**src/verilog/rs485_dir_pkg.sv**
```systemverilog
package rs485_dir_pkg;

   // Core clock and serial rate
   localparam int unsigned CLK_HZ        = 100_000_000;
   localparam int unsigned BAUD_DEF      = 115_200;
   localparam int unsigned OS_RATE       = 16;
   localparam int unsigned OS_MID        = 8;
   localparam int unsigned OS_DIV_DEF    = CLK_HZ / (BAUD_DEF * OS_RATE);
   localparam int unsigned FRAME_BITS    = 10;

   // Quiet line time that closes a message, in bit times
   localparam int unsigned EOM_GAP_BITS  = 30;
   localparam int unsigned EOM_GAP_TICKS = EOM_GAP_BITS * OS_RATE;

   // Longest wait for a reply, slave and master alike
   localparam int unsigned REPLY_WAIT_US  = 10_000;
   localparam int unsigned REPLY_WAIT_CYC = REPLY_WAIT_US * (CLK_HZ / 1_000_000);

   // Address carried by a message meant for every slave
   localparam logic [7:0]  BCAST_ADDR    = 8'hff;
   localparam int unsigned DATA_W        = 8;
   localparam int unsigned RX_BUF_DEPTH  = 2;

   typedef enum logic [2:0] {
      ST_LISTEN  = 3'h0,
      ST_RX_MSG  = 3'h1,
      ST_REPLY   = 3'h2,
      ST_TX      = 3'h3,
      ST_COLLECT = 3'h4
   } dir_state_t;

endpackage

```
**src/verilog/rs485_half_duplex_direction_ctrl.sv**
```systemverilog
`timescale 1ns/100ps
module rs485_half_duplex_direction_ctrl #(
   parameter int unsigned OS_DIV         = rs485_dir_pkg::OS_DIV_DEF,
   parameter int unsigned REPLY_WAIT_CYC = rs485_dir_pkg::REPLY_WAIT_CYC
) (
   // Clock and reset
   input  wire logic       I_CORE_CLK,
   input  wire logic       I_RST,
   // Mode straps
   input  wire logic       I_MASTER_MODE,
   input  wire logic       I_HOST_DIR_MODE,
   input  wire logic [7:0] I_NODE_ADDR,
   // Transceiver serial lines
   input  wire logic       I_RS485_RX,
   output logic            O_RS485_TX,
   // Direction pin, shared by transceiver and connector
   input  wire logic       I_DIRECTION_CONTROL_GPIO,
   output logic            O_DIRECTION_CONTROL_GPIO,
   output logic            O_DIRECTION_CONTROL_GPIO_OE,
   // Outgoing bytes from the user
   input  wire logic [7:0] I_TX_DATA,
   input  wire logic       I_TX_LAST,
   input  wire logic       I_TX_VALID,
   output logic            O_TX_READY,
   // Received bytes to the user
   output logic      [7:0] O_RX_DATA,
   output logic            O_RX_VALID,
   input  wire logic       I_RX_READY,
   // Status
   output logic            O_TRANSMITTING,
   output logic            O_REPLY_DUE,
   output logic            O_MSG_END,
   output logic            O_NO_REPLY,
   output logic            O_RX_OVERRUN,
   output logic            O_FRAME_ERROR
);

   localparam int unsigned WW = $clog2(REPLY_WAIT_CYC + 1);

   rs485_dir_pkg::dir_state_t state_reg;
   rs485_dir_pkg::dir_state_t state_next;

   logic [15:0] os_div_cnt_reg;
   logic        os_tick;
   // Transmitter
   logic [9:0]  tx_shift_reg;
   logic [3:0]  tx_os_cnt_reg;
   logic [3:0]  tx_bit_cnt_reg;
   logic        tx_busy_reg;
   logic        tx_last_reg;
   logic        tx_line_reg;
   logic        tx_first_reg;
   logic        tx_bcast_reg;
   logic        tx_load;
   logic        tx_bit_end;
   logic        tx_frame_done;
   // Receiver
   logic [7:0]  rx_shift_reg;
   logic [3:0]  rx_os_cnt_reg;
   logic [3:0]  rx_bit_cnt_reg;
   logic        rx_busy_reg;
   logic        rx_byte_stb_reg;
   logic        rx_sample;
   logic        rx_enable;
   logic [15:0] gap_cnt_reg;
   logic        gap_hit;
   // Message tracking
   logic        keep_reg;
   logic        addressed_reg;
   logic        got_byte_reg;
   logic [WW-1:0] wait_cnt_reg;
   logic        wait_done;
   logic        deliver;
   logic        buf_ready;
   logic        dir_reg;
   logic        dir_next;
   logic        msg_end_reg;
   logic        no_reply_reg;
   logic        overrun_reg;
   logic        frame_err_reg;
   // Decode of the first byte of a message
   wire         addr_match  = (rx_shift_reg == I_NODE_ADDR);
   wire         bcast_match = (rx_shift_reg == rs485_dir_pkg::BCAST_ADDR);
   wire         slave_own   = ~I_MASTER_MODE & ~I_HOST_DIR_MODE;
   wire         first_byte  = rx_byte_stb_reg & (state_reg == rs485_dir_pkg::ST_LISTEN);

   assign os_tick = (os_div_cnt_reg == 16'(OS_DIV - 1));

   always_ff @(posedge I_CORE_CLK or posedge I_RST) begin
      if (I_RST) begin
         os_div_cnt_reg <= 16'h0000;
      end else begin
         os_div_cnt_reg <= os_tick ? 16'h0000 : os_div_cnt_reg + 16'h0001;
      end
   end

   // Transmit bytes only in send state, or on host grant
   assign tx_load = ~tx_busy_reg & I_TX_VALID &
                    (I_HOST_DIR_MODE ? I_DIRECTION_CONTROL_GPIO
                                     : (state_reg == rs485_dir_pkg::ST_TX));
   assign O_TX_READY    = tx_load;
   assign tx_bit_end    = tx_busy_reg & os_tick & (tx_os_cnt_reg == 4'(rs485_dir_pkg::OS_RATE - 1));
   assign tx_frame_done = tx_bit_end & (tx_bit_cnt_reg == 4'(rs485_dir_pkg::FRAME_BITS - 1));

   always_ff @(posedge I_CORE_CLK or posedge I_RST) begin
      if (I_RST) begin
         tx_shift_reg   <= 10'h3ff;
         tx_os_cnt_reg  <= 4'h0;
         tx_bit_cnt_reg <= 4'h0;
         tx_busy_reg    <= 1'b0;
         tx_last_reg    <= 1'b0;
         tx_line_reg    <= 1'b1;
      end else if (tx_load) begin
         tx_shift_reg   <= {1'b1, I_TX_DATA, 1'b0};
         tx_os_cnt_reg  <= 4'h0;
         tx_bit_cnt_reg <= 4'h0;
         tx_busy_reg    <= 1'b1;
         tx_last_reg    <= I_TX_LAST;
         tx_line_reg    <= 1'b0;
      end else if (tx_frame_done) begin
         tx_busy_reg    <= 1'b0;
         tx_line_reg    <= 1'b1;
      end else if (tx_bit_end) begin
         tx_shift_reg   <= {1'b1, tx_shift_reg[9:1]};
         tx_line_reg    <= tx_shift_reg[1];
         tx_bit_cnt_reg <= tx_bit_cnt_reg + 4'h1;
         tx_os_cnt_reg  <= 4'h0;
      end else if (tx_busy_reg & os_tick) begin
         tx_os_cnt_reg  <= tx_os_cnt_reg + 4'h1;
      end
   end

   // Master tags a broadcast from its first byte
   always_ff @(posedge I_CORE_CLK or posedge I_RST) begin
      if (I_RST) begin
         tx_first_reg <= 1'b0;
         tx_bcast_reg <= 1'b0;
      end else if (state_reg != rs485_dir_pkg::ST_TX) begin
         tx_first_reg <= 1'b1;
      end else if (tx_load & tx_first_reg) begin
         tx_first_reg <= 1'b0;
         tx_bcast_reg <= (I_TX_DATA == rs485_dir_pkg::BCAST_ADDR);
      end
   end

   // Own echo is ignored; host mode listens while pin is low
   assign rx_enable = I_HOST_DIR_MODE ? ~I_DIRECTION_CONTROL_GPIO
                                      : (~dir_reg & ~tx_busy_reg);
   assign rx_sample = rx_busy_reg & os_tick & (rx_os_cnt_reg == 4'(rs485_dir_pkg::OS_MID - 1));

   always_ff @(posedge I_CORE_CLK or posedge I_RST) begin
      if (I_RST) begin
         rx_shift_reg    <= 8'h00;
         rx_os_cnt_reg   <= 4'h0;
         rx_bit_cnt_reg  <= 4'h0;
         rx_busy_reg     <= 1'b0;
         rx_byte_stb_reg <= 1'b0;
         frame_err_reg   <= 1'b0;
      end else begin
         rx_byte_stb_reg <= 1'b0;
         frame_err_reg   <= 1'b0;
         if (~rx_busy_reg) begin
            if (rx_enable & ~I_RS485_RX) begin
               rx_busy_reg    <= 1'b1;
               rx_os_cnt_reg  <= 4'h0;
               rx_bit_cnt_reg <= 4'h0;
            end
         end else if (rx_sample & (rx_bit_cnt_reg == 4'h0) & I_RS485_RX) begin
            rx_busy_reg <= 1'b0;
         end else if (rx_sample & (rx_bit_cnt_reg == 4'(rs485_dir_pkg::FRAME_BITS - 1))) begin
            rx_busy_reg     <= 1'b0;
            rx_byte_stb_reg <= I_RS485_RX;
            frame_err_reg   <= ~I_RS485_RX;
         end else if (os_tick) begin
            if (rx_sample & (rx_bit_cnt_reg != 4'h0)) begin
               rx_shift_reg <= {I_RS485_RX, rx_shift_reg[7:1]};
            end
            rx_os_cnt_reg <= rx_os_cnt_reg + 4'h1;
            if (rx_os_cnt_reg == 4'(rs485_dir_pkg::OS_RATE - 1)) begin
               rx_bit_cnt_reg <= rx_bit_cnt_reg + 4'h1;
            end
         end
      end
   end

   // A quiet line closes a message
   assign gap_hit = os_tick & ~rx_busy_reg &
                    (gap_cnt_reg == 16'(rs485_dir_pkg::EOM_GAP_TICKS - 1));

   always_ff @(posedge I_CORE_CLK or posedge I_RST) begin
      if (I_RST) begin
         gap_cnt_reg <= 16'h0000;
      end else if (rx_busy_reg | gap_hit) begin
         gap_cnt_reg <= 16'h0000;
      end else if (os_tick) begin
         gap_cnt_reg <= gap_cnt_reg + 16'h0001;
      end
   end

   assign wait_done = (wait_cnt_reg == WW'(REPLY_WAIT_CYC - 1));

   always_ff @(posedge I_CORE_CLK or posedge I_RST) begin
      if (I_RST) begin
         wait_cnt_reg <= '0;
      end else if (state_next != state_reg) begin
         wait_cnt_reg <= '0;
      end else if (~wait_done) begin
         wait_cnt_reg <= wait_cnt_reg + WW'(1);
      end
   end

   always_comb begin
      state_next = state_reg;
      if (I_HOST_DIR_MODE) begin
         state_next = rs485_dir_pkg::ST_LISTEN;
      end else begin
         case (state_reg)
            rs485_dir_pkg::ST_LISTEN: begin
               if (I_MASTER_MODE & I_TX_VALID & ~rx_busy_reg) begin
                  state_next = rs485_dir_pkg::ST_TX;
               end else if (slave_own & rx_byte_stb_reg) begin
                  state_next = rs485_dir_pkg::ST_RX_MSG;
               end
            end
            rs485_dir_pkg::ST_RX_MSG: begin
               if (gap_hit) begin
                  state_next = addressed_reg ? rs485_dir_pkg::ST_REPLY
                                             : rs485_dir_pkg::ST_LISTEN;
               end
            end
            rs485_dir_pkg::ST_REPLY: begin
               if (rx_busy_reg | wait_done) begin
                  state_next = rs485_dir_pkg::ST_LISTEN;
               end else if (I_TX_VALID) begin
                  state_next = rs485_dir_pkg::ST_TX;
               end
            end
            rs485_dir_pkg::ST_TX: begin
               if (tx_frame_done & tx_last_reg) begin
                  state_next = (I_MASTER_MODE & ~tx_bcast_reg)
                               ? rs485_dir_pkg::ST_COLLECT
                               : rs485_dir_pkg::ST_LISTEN;
               end
            end
            rs485_dir_pkg::ST_COLLECT: begin
               if ((gap_hit & got_byte_reg) | (wait_done & ~got_byte_reg & ~rx_busy_reg)) begin
                  state_next = rs485_dir_pkg::ST_LISTEN;
               end
            end
            default: begin
               state_next = rs485_dir_pkg::ST_LISTEN;
            end
         endcase
      end
   end

   // Driver on only while originating; drops with the last stop bit
   assign dir_next = (state_next == rs485_dir_pkg::ST_TX);

   always_ff @(posedge I_CORE_CLK or posedge I_RST) begin
      if (I_RST) begin
         state_reg <= rs485_dir_pkg::ST_LISTEN;
         dir_reg   <= 1'b0;
      end else begin
         state_reg <= state_next;
         dir_reg   <= dir_next;
      end
   end

   // Classify each slave message by its address byte
   always_ff @(posedge I_CORE_CLK or posedge I_RST) begin
      if (I_RST) begin
         keep_reg      <= 1'b0;
         addressed_reg <= 1'b0;
      end else if (first_byte) begin
         keep_reg      <= addr_match | bcast_match;
         addressed_reg <= addr_match & ~bcast_match;
      end
   end

   always_ff @(posedge I_CORE_CLK or posedge I_RST) begin
      if (I_RST) begin
         got_byte_reg <= 1'b0;
      end else if (state_reg != rs485_dir_pkg::ST_COLLECT) begin
         got_byte_reg <= 1'b0;
      end else if (rx_byte_stb_reg) begin
         got_byte_reg <= 1'b1;
      end
   end

   assign deliver = rx_byte_stb_reg &
                    (I_HOST_DIR_MODE
                     | (state_reg == rs485_dir_pkg::ST_COLLECT)
                     | ((state_reg == rs485_dir_pkg::ST_RX_MSG) & keep_reg));

   rx_skid_buffer #(
      .WIDTH (rs485_dir_pkg::DATA_W),
      .DEPTH (rs485_dir_pkg::RX_BUF_DEPTH)
   ) u_rx_buf (
      .clk        (I_CORE_CLK),
      .rst        (I_RST),
      .i_wr_data  (rx_shift_reg),
      .i_wr_valid (deliver),
      .o_wr_ready (buf_ready),
      .o_rd_data  (O_RX_DATA),
      .o_rd_valid (O_RX_VALID),
      .i_rd_ready (I_RX_READY)
   );

   always_ff @(posedge I_CORE_CLK or posedge I_RST) begin
      if (I_RST) begin
         msg_end_reg  <= 1'b0;
         no_reply_reg <= 1'b0;
         overrun_reg  <= 1'b0;
      end else begin
         msg_end_reg  <= gap_hit & (((state_reg == rs485_dir_pkg::ST_RX_MSG) & keep_reg)
                                    | ((state_reg == rs485_dir_pkg::ST_COLLECT) & got_byte_reg));
         no_reply_reg <= (state_reg == rs485_dir_pkg::ST_COLLECT) & wait_done
                         & ~got_byte_reg & ~rx_busy_reg;
         overrun_reg  <= deliver & ~buf_ready;
      end
   end

   assign O_RS485_TX                  = tx_line_reg;
   assign O_DIRECTION_CONTROL_GPIO    = dir_reg;
   assign O_DIRECTION_CONTROL_GPIO_OE = ~I_HOST_DIR_MODE;
   assign O_TRANSMITTING              = dir_reg;
   assign O_REPLY_DUE                 = (state_reg == rs485_dir_pkg::ST_REPLY);
   assign O_MSG_END                   = msg_end_reg;
   assign O_NO_REPLY                  = no_reply_reg;
   assign O_RX_OVERRUN                = overrun_reg;
   assign O_FRAME_ERROR               = frame_err_reg;

endmodule

```
**src/verilog/rx_skid_buffer.sv**
```systemverilog
`timescale 1ns/100ps
module rx_skid_buffer #(
   parameter int unsigned WIDTH = 8,
   parameter int unsigned DEPTH = 2
) (
   // Clock and reset
   input  wire logic             clk,
   input  wire logic             rst,
   // Fill side
   input  wire logic [WIDTH-1:0] i_wr_data,
   input  wire logic             i_wr_valid,
   output logic                  o_wr_ready,
   // Drain side
   output logic      [WIDTH-1:0] o_rd_data,
   output logic                  o_rd_valid,
   input  wire logic             i_rd_ready
);

   localparam int unsigned PW = (DEPTH > 1) ? $clog2(DEPTH) : 1;
   localparam int unsigned CW = $clog2(DEPTH + 1);

   logic [WIDTH-1:0] mem_reg [DEPTH];
   logic [PW-1:0]    wr_ptr_reg;
   logic [PW-1:0]    rd_ptr_reg;
   logic [CW-1:0]    count_reg;
   logic             wr_fire;
   logic             rd_fire;

   function automatic logic [PW-1:0] ptr_inc(input logic [PW-1:0] p);
      ptr_inc = (p == PW'(DEPTH - 1)) ? '0 : p + PW'(1);
   endfunction

   assign o_wr_ready = (count_reg != CW'(DEPTH));
   assign o_rd_valid = (count_reg != '0);
   assign o_rd_data  = mem_reg[rd_ptr_reg];
   assign wr_fire    = i_wr_valid & o_wr_ready;
   assign rd_fire    = o_rd_valid & i_rd_ready;

   always_ff @(posedge clk) begin
      if (wr_fire) begin
         mem_reg[wr_ptr_reg] <= i_wr_data;
      end
   end

   always_ff @(posedge clk or posedge rst) begin
      if (rst) begin
         wr_ptr_reg <= '0;
         rd_ptr_reg <= '0;
         count_reg  <= '0;
      end else begin
         if (wr_fire) wr_ptr_reg <= ptr_inc(wr_ptr_reg);
         if (rd_fire) rd_ptr_reg <= ptr_inc(rd_ptr_reg);
         count_reg <= count_reg + CW'(wr_fire) - CW'(rd_fire);
      end
   end

endmodule

```
**config.mk**
```make
export PLATFORM = sky130hd
export DESIGN_NAME = rs485_half_duplex_direction_ctrl
export DESIGN_NICKNAME = d
export VERILOG_FILES = /design/src/verilog/rs485_dir_pkg.sv /design/src/verilog/rs485_half_duplex_direction_ctrl.sv /design/src/verilog/rx_skid_buffer.sv
export SDC_FILE = /design/constraint.sdc
export NUM_CORES = 1
export LEC_CHECK = 0
export BUFFER_PORTS_ARGS = -buffer_cell sky130_fd_sc_hd__buf_2
export CAP_MARGIN = 10
export CORE_MARGIN = 5
export CORE_UTILIZATION = 59
export DETAILED_ROUTE_END_ITERATION = 10
export PLACE_DENSITY = 0.78
export RECOVER_POWER = 100
export SLEW_MARGIN = 20
export SYNTH_ARGS = -nofsm -noshare
export SYNTH_HDL_FRONTEND = slang
export SYNTH_SLANG_ARGS = --single-unit
```
**constraint.sdc**
```tcl
create_clock -name I_CORE_CLK -period 3.93 [get_ports I_CORE_CLK]
set_input_delay 0.393 -clock I_CORE_CLK [delete_from_list [all_inputs] [get_ports I_CORE_CLK]]
set_output_delay 0.393 -clock I_CORE_CLK [all_outputs]
set_load 0.01 [all_outputs]
```
==> impl_metrics.sql, run 1 <==
INSERT INTO impl_metrics (metric_group, metric, value, unit) VALUES
('status', 'status', 'finished, violations left', ''),
('status', 'violated_checks', 'max-capacitance violations, max-slew violations', ''),
('yosys', 'synthesis.nets', '629', ''),
('grt', 'track_usage', '22.0', '%'),
('layout', 'finalNetCount', '672', ''),
('sta', 'timing.final.max_slew_violations', '78', ''),
('die', 'top_level_ports', '44', ''),
('drt', 'firstDrtPassIters', '5', ''),
('clock_network', 'cts-htree-levels', '4', ''),
('layout', 'final-seq-area', '3140', 'um^2'),
('sta', 'fmax', '0.306', 'GHz'),
('pwr', 'pwr_density_cell', '502', 'nW/um^2'),
('drt', 'detail_route.drc_violations', '0', ''),
('yosys', 'netlist_area', '6190', 'um^2'),
('pwr', 'seqPwrFrac', '41.2', '%'),
('grt', 'grt_antenna_before_repair', '0', ''),
('layout', 'multi_input_area', '2690', 'um^2'),
('drt', 'drt_wl_total', '13.0', 'mm'),
('layout', 'nFillCells', '811', ''),
('die', 'dieArea', '12600', 'um^2'),
('clock_network', 'clk_transition_reported_paths', '0.06', 'ns'),
('worst_setup_path', 'rr_startpoint', 'os_div_cnt_reg[1]', ''),
('clock_network', 'cts_sinks', '122', ''),
('worst_setup_path', 'r2r.worst_path.cells', '7', ''),
('layout', 'synthToLayoutAreaGrowth', '12.4', '%'),
('worst_setup_path', 'critPathRequiredTime', '4.33', 'ns'),
('clock_network', 'cts_buffer_depth', '2', ''),
('place', 'count_of_input_and_output_buffers', '43', ''),
('yosys', 'yosys_warnings', '0', ''),
('sta', 'worstMarginPinSlew', '2.80', 'ns'),
('sta', 'setup_violations', '0', ''),
('layout', 'finish.utilization', '67.7', '%'),
('pwr', 'power_switching', '916', 'uW'),
('sta', 'finalClockSkew', '0.00707', 'ns'),
('drt', 'detail_route.vias_per_cell', '5.90', ''),
('drt', 'routed.top_layer', 'met4', ''),
('grt', 'grt_max_degree', '78', ''),
('die', 'initial_core_util', '60.2', '%'),
('die', 'dieWidth', '112', 'um'),
('worst_hold_path', 'hold_path.startpoint', 'I_TX_LAST', ''),
('clock_network', 'tritoncts', 'done', ''),
('yosys', 'ys_ff_latch', '122', ''),
('worst_setup_path', 'worstSetupEndpointType', 'register', ''),
('clock_network', 'cts_made_buffers', '17', ''),
('pwr', 'leakage', '0.00299', 'uW'),
('yosys', 'syn_area_per_cell', '10.5', 'um^2'),
('drt', 'route.met2.wl', '6.52', 'mm'),
('drt', 'detailroute.via_count', '4621', ''),
('worst_hold_path', 'hold_path.class', 'primary input to register', ''),
('yosys', 'synth_async_sr_flop_share', '86.9', '%'),
('worst_hold_path', 'hold_path_depth', '3', ''),
('die', 'rows', '37', ''),
('grt', 'remaining_global_route_overflow', '0', ''),
('yosys', 'yosys_most_used_dff', 'dfrtp_1', ''),
('yosys', 'synth-edff-count', '16', ''),
('layout', 'largest_reg_flops', '20', ''),
('clock_network', 'post_cts_resize_count', '0', ''),
('sta', 'setup_repair_after_global_routing_missed_its_margin', 'no', ''),
('layout', 'num_antenna_cells', '0', ''),
('pwr', 'power.share.switching', '26.2', '%'),
('clock_network', 'worst_skew_pair.late_latency', '0.52', 'ns'),
('worst_setup_path', 'worstSetupPathType', 'register to register', ''),
('yosys', 'synth.lib_cells_used.distinct', '60', ''),
('flow_run', 'maxCapViolations', '1', ''),
('drt', 'met3_layer_wire_length_in_the_routed_design', '602', 'um'),
('drt', 'post_drt_wl_per_cell', '16.6', 'um'),
('place', 'detailedPlacementHpwl', '8.38', 'mm'),
('drt', 'drt_iter0_drc', '256', ''),
('drt', 'met1Wirelength', '5.55', 'mm'),
('sta', 'final_min_period_over_clock_period', '83.2', '%'),
('worst_setup_path', 'critical_path.max_fanout', '17', '');
## power groups by stage
stage	combinational [uW]	clock, uW	sequential, uW
after floorplan	348	0	1420
after global placement	421	0	1460
after detailed placement	440	0	1460
after CTS	448	1670	1440
after global routing	469	1730	1450
final	409	1650	1440
## cells by family (layout without fill, tap and decap cells)
family,Yosys count,in the layout,synth area share (%)
AOI/OAI and AO/OA,57,57,5.70
and+or+nand+nor,256,256,23.6
DFF,122,122,50.8
buffers and inverters,53,109,3.68
adders and majority gates,13,13,2.63
muxes,24,24,4.22
xor gates and xnor gates,66,66,9.34
## per-stage QoR
stage / area, um^2 / setup slack (ns) / std cells / hold slack, ns
floorplan: 6190 / 0.763 / 591 / 0.448
global placement: 6500 / 1.18 / 751 / 0.459
detailed placement: 6500 / 1.03 / 751 / 0.470
CTS: 7120 / 0.921 / 783 / 0.0608
global route: 6960 / 0.405 / 783 / 0.0859
finish: 6960 / 0.662 / 783 / 0.0807
## synth_stat cells, drive strengths merged (3+ instances only)
master,count,share of area [%]
dfrtp,97,39
nor2,66,4.0
nand2,50,3.0
xnor2,41,5.8
inv,30,1.8
nand3,30,2.4
nor4,29,5.5
xor2,25,3.5
o21ai,22,1.8
nand4,21,2.1
mux2,17,3.1
nor3,17,1.5
edfxtp,16,7.8
a21oi,13,1.1
ha,13,2.6
clkbuf,12,0.73
buf,11,1.1
and3,9,0.91
dfstp,9,3.8
mux2i,7,1.1
or3,5,0.51
and2,4,0.44
nor2b,4,0.40
nor4b,4,0.67
o22ai,4,0.40
or2,4,0.40
a21o,3,0.36
## area by class of cell
cell class | instances | area share [%]
Clock inverter | 15 | 3.06
Timing Repair Buffer | 47 | 3.16
Inverter | 30 | 1.62
Tap cell | 136 | 2.44
Clock buffer | 17 | 5.95
Sequential cell | 122 | 45.2
Multi-Input combinational cell | 416 | 38.6
## critical path: stages, from the launching register on
cell	delay (ns)
dfrtp_1	0.41
inv_1	0.07
ha_1	0.14
nor4b_1	0.51
and4_1	0.70
nand2_1	0.24
nor3_2	0.66
mux2_1	0.40
## worst max-delay path by stage
stage                            from                  endpoint  slack (ns)  depth (start not counted)
CTS                 os_div_cnt_reg[1]           rx_shift_reg[0]        0.92                          7
finish              os_div_cnt_reg[1]           rx_shift_reg[0]        0.66                          7
global route        os_div_cnt_reg[1]          wait_cnt_reg[15]        0.40                          9
global placement    os_div_cnt_reg[1]           rx_shift_reg[3]        1.18                          7
detailed placement  os_div_cnt_reg[1]           rx_shift_reg[1]        1.03                          7
floorplan                       I_RST  O_DIRECTION_CONTROL_GPIO        0.76                          1
## layer usage
layer  GRT usage, %  up-vias
li1               -     2174
met5              0        -
met1           27.7     2270
met4           9.38        0
met2           36.8      142
met3           4.74       35
## cell usage in the layout, fill, tap and decap left out, types with 3 or more instances in the layout
| cell | instances |
|---|---|
| a21o_1 | 3 |
| a21oi_1 | 13 |
| and3_1 | 9 |
| buf_2 | 25 |
| buf_4 | 3 |
| bufinv_16 | 4 |
| clkbuf_1 | 18 |
| clkbuf_16 | 16 |
| dfrtp_1 | 97 |
| dfstp_2 | 8 |
| edfxtp_1 | 16 |
| ha_1 | 13 |
| inv_1 | 30 |
| inv_6 | 5 |
| mux2_1 | 9 |
| mux2_2 | 8 |
| mux2i_1 | 6 |
| nand2_1 | 50 |
| nand3_1 | 30 |
| nand4_1 | 21 |
| nor2_1 | 66 |
| nor2b_1 | 4 |
| nor3_1 | 16 |
| nor4_1 | 25 |
| nor4_2 | 3 |
| nor4b_1 | 4 |
| o21ai_0 | 19 |
| o21ai_1 | 3 |
| o22ai_1 | 4 |
| or2_2 | 3 |
| or3_1 | 5 |
| xnor2_1 | 41 |
| xor2_1 | 25 |
No activity file was read; power rests on OpenSTA's default activity.
==> inputs of run 2 (changes only) <==
- clock period: 3.93 -> 3.3 ns (I/O delays scaled with it)
==> impl_metrics.sql, run 2 (synthesized netlist as in run 1, its figures left out) <==
INSERT INTO impl_metrics (metric_group, metric, value, unit) VALUES
('grt', 'grt_pass1_vias', '4639', ''),
('clock_network', 'postCtsSetupRepairBufs', '0', ''),
('grt', 'grt_first_pass_wirelength', '22.2', 'mm'),
('clock_network', 'cts_made_buffers', '17', ''),
('sta', 'timing.final.max_slew_violations', '62', ''),
('worst_setup_path', 'worst-path-buf-inv', '1', ''),
('drt', 'detail_route.vias_per_cell', '5.75', ''),
('layout', 'stdcell_area', '7000', 'um^2'),
('sta', 'slew_headroom', '-56.9', '%'),
('grt', 'grt_antenna_before_repair', '0', ''),
('flow_run', 'maxCapViolations', '1', ''),
('clock_network', 'cts_sinks', '122', ''),
('clock_network', 'clk_transition_reported_paths', '0.06', 'ns'),
('worst_setup_path', 'critical-path-slowest-cell', 'nor3_1', ''),
('worst_setup_path', 'path_depth', '7', ''),
('clock_network', 'clock-root-buffer', 'clkbuf_8', ''),
('sta', 'setup_violations', '0', ''),
('worst_setup_path', 'r2r.worst_path.cells', '7', ''),
('clock_network', 'cts-htree-levels', '4', ''),
('die', 'fp.coreArea', '10300', 'um^2'),
('die', 'die_height', '112', 'um'),
('worst_setup_path', 'critical_path_arrival', '3.34', 'ns'),
('clock_network', 'post_cts_resize_count', '0', ''),
('pwr', 'vdd_drop_max', '0.000491', 'V'),
('worst_setup_path', 'worstSetupEndpoint', 'rx_shift_reg[3]', ''),
('die', 'initial_core_util', '60.2', '%'),
('clock_network', 'tritoncts', 'done', ''),
('drt', 'detail-route-antenna-nets', '0', ''),
('worst_hold_path', 'hold_path_depth', '3', ''),
('sta', 'finalWorstPathRequiredPeriod', '2.93', 'ns'),
('worst_setup_path', 'max_stage_delay', '1.06', 'ns'),
('place', 'dpl.cell_count', '754', ''),
('place', 'detailedPlacementHpwl', '8.54', 'mm'),
('worst_setup_path', 'worstSetupEndpointType', 'register', ''),
('die', 'dieWidth', '112', 'um'),
('clock_network', 'holdBufCountCts', '4', ''),
('die', 'dieArea', '12600', 'um^2'),
('layout', 'finalNonFillerCells', '790', ''),
('clock_network', 'cts_buffer_depth', '2', ''),
('grt', 'grt_max_degree', '63', ''),
('sta', 'worstMarginPinSlew', '2.35', 'ns'),
('sta', 'worst_setup_slack_final', '0.368', 'ns'),
('status', 'status', 'finished, violations left', ''),
('grt', 'track_usage', '21.8', '%'),
('die', 'top_level_ports', '44', ''),
('drt', 'detail_route.drc_violations', '0', ''),
('worst_setup_path', 'crit_path_start_kind', 'register', ''),
('layout', 'finish.utilization', '68.1', '%'),
('worst_setup_path', 'critPathRequiredTime', '3.71', 'ns'),
('place', 'placed_cell_area', '6530', 'um^2'),
('drt', 'drt_iter0_drc', '318', ''),
('worst_setup_path', 'timing.critical_path.max_delay_family', 'simple AND/OR/NAND/NOR gates', ''),
('sta', 'setup_repair_after_global_routing_missed_its_margin', 'no', ''),
('sta', 'final-hold-violation-count', '0', ''),
('clock_network', 'worst_skew_pair.late_latency', '0.53', 'ns'),
('place', 'dp_worst_slack', '0.716', 'ns'),
('drt', 'detailroute.via_count', '4542', ''),
('pwr', 'pwr_density_cell', '578', 'nW/um^2'),
('sta', 'final.setup.tns', '0', 'ns'),
('worst_setup_path', 'critical_path.max_fanout', '8', ''),
('layout', 'final_cell_mix', '97 x dfrtp_1, 66 x nor2_1, 50 x nand2_1, 41 x xnor2_1, 30 x nand3_1', ''),
('pwr', 'leakage', '0.00300', 'uW'),
('drt', 'firstDrtPassIters', '5', ''),
('worst_setup_path', 'rr_startpoint', 'os_div_cnt_reg[1]', ''),
('layout', 'largest_reg_flops', '20', ''),
('drt', 'post_drt_wl_per_cell', '16.5', 'um'),
('worst_setup_path', 'cells_along_the_critical_path', 'inv_1, ha_1, nor4b_2, and4_1, nand2_1, nor3_1, mux2_1', ''),
('worst_setup_path', 'cp-startpoint', 'os_div_cnt_reg[1]', ''),
('worst_hold_path', 'hold_path.class', 'primary input to register', ''),
('layout', 'final_common_cell', 'dfrtp_1', ''),
('place', 'gp_congestion', '0.793', ''),
('worst_setup_path', 'timing.reg2reg.setup_slack', '0.37', 'ns'),
('layout', 'num_antenna_cells', '0', ''),
('worst_setup_path', 'r2r-end', 'rx_shift_reg[3]', ''),
('layout', 'synthToLayoutAreaGrowth', '13.0', '%'),
('die', 'rows', '37', ''),
('grt', 'remaining_global_route_overflow', '0', ''),
('status', 'violated_checks', 'max-capacitance violations, max-slew violations', ''),
('sta', 'final_min_period_over_clock_period', '88.8', '%'),
('sta', 'fmax', '0.341', 'GHz'),
('sta', 'finalClockSkew', '0.0107', 'ns'),
('layout', 'layout-drive-gt1-share', '13.9', '%'),
('layout', 'finalNetCount', '679', ''),
('worst_setup_path', 'worstSetupPathType', 'register to register', ''),
('place', 'count_of_input_and_output_buffers', '43', ''),
('drt', 'drt_wl_total', '13.1', 'mm');
[run 2: cell types whose count changed in the layout (fill, tap and decap cells not counted), moves of 2 or more]
cell,before,now
clkbuf_1,18,21
clkbuf_8,1,3
clkinv_2,1,5
dlygate4sd3_1,0,4
inv_6,5,0
[run 2: area by class of cell]
| class | instances | area (um^2) |
|---|---|---|
| Fill cell | 793 | 3280 |
| Sequential cell | 122 | 3140 |
| Multi-Input combinational cell | 416 | 2690 |
| Clock buffer | 20 | 445 |
| Timing Repair Buffer | 54 | 290 |
| Tap cell | 136 | 170 |
| Clock inverter | 12 | 148 |
| Inverter | 30 | 113 |
[run 2: worst min path at each step]
stage                            start               to  slack, ns
after floorplan             I_RS485_RX    O_FRAME_ERROR       0.40
after detailed placement  tx_bcast_reg     tx_bcast_reg       0.47
final                     I_TX_DATA[6]  tx_shift_reg[7]       0.03
after global routing      I_TX_DATA[6]  tx_shift_reg[7]       0.03
after global placement    tx_first_reg     tx_first_reg       0.46
after CTS                 I_TX_DATA[6]  tx_shift_reg[7]      0.003
[run 2: routing by layer]
layer	GRT usage, %	wire length, um	vias up	share of wire (%)
li1	-	-	2173	-
met1	27.3	5680	2218	43
met2	36.4	6540	133	50
met3	6.36	674	18	5.2
met4	7.05	172	0	1.3
met5	0	0	-	0
[run 2: where the power goes]
part | switching [uW] | leakage (uW) | internal (uW) | total, uW
sequential | 107 | 0.00150 | 1610 | 1720
clock | 657 | 0.000290 | 1180 | 1840
combinational | 264 | 0.00122 | 223 | 487
[run 2: metrics by stage]
step | power [uW] | hold slack (ns)
floorplan | 2100 | 0.396
global placement | 2240 | 0.459
detailed placement | 2270 | 0.472
CTS | 4120 | 0.00291
global route | 4230 | 0.0296
finish | 4050 | 0.0298
[run 2: tightest hold or removal path: stages]
cell	delay [ns]
buf_2	0.11
nand2_1	0.05
o21ai_0	0.07
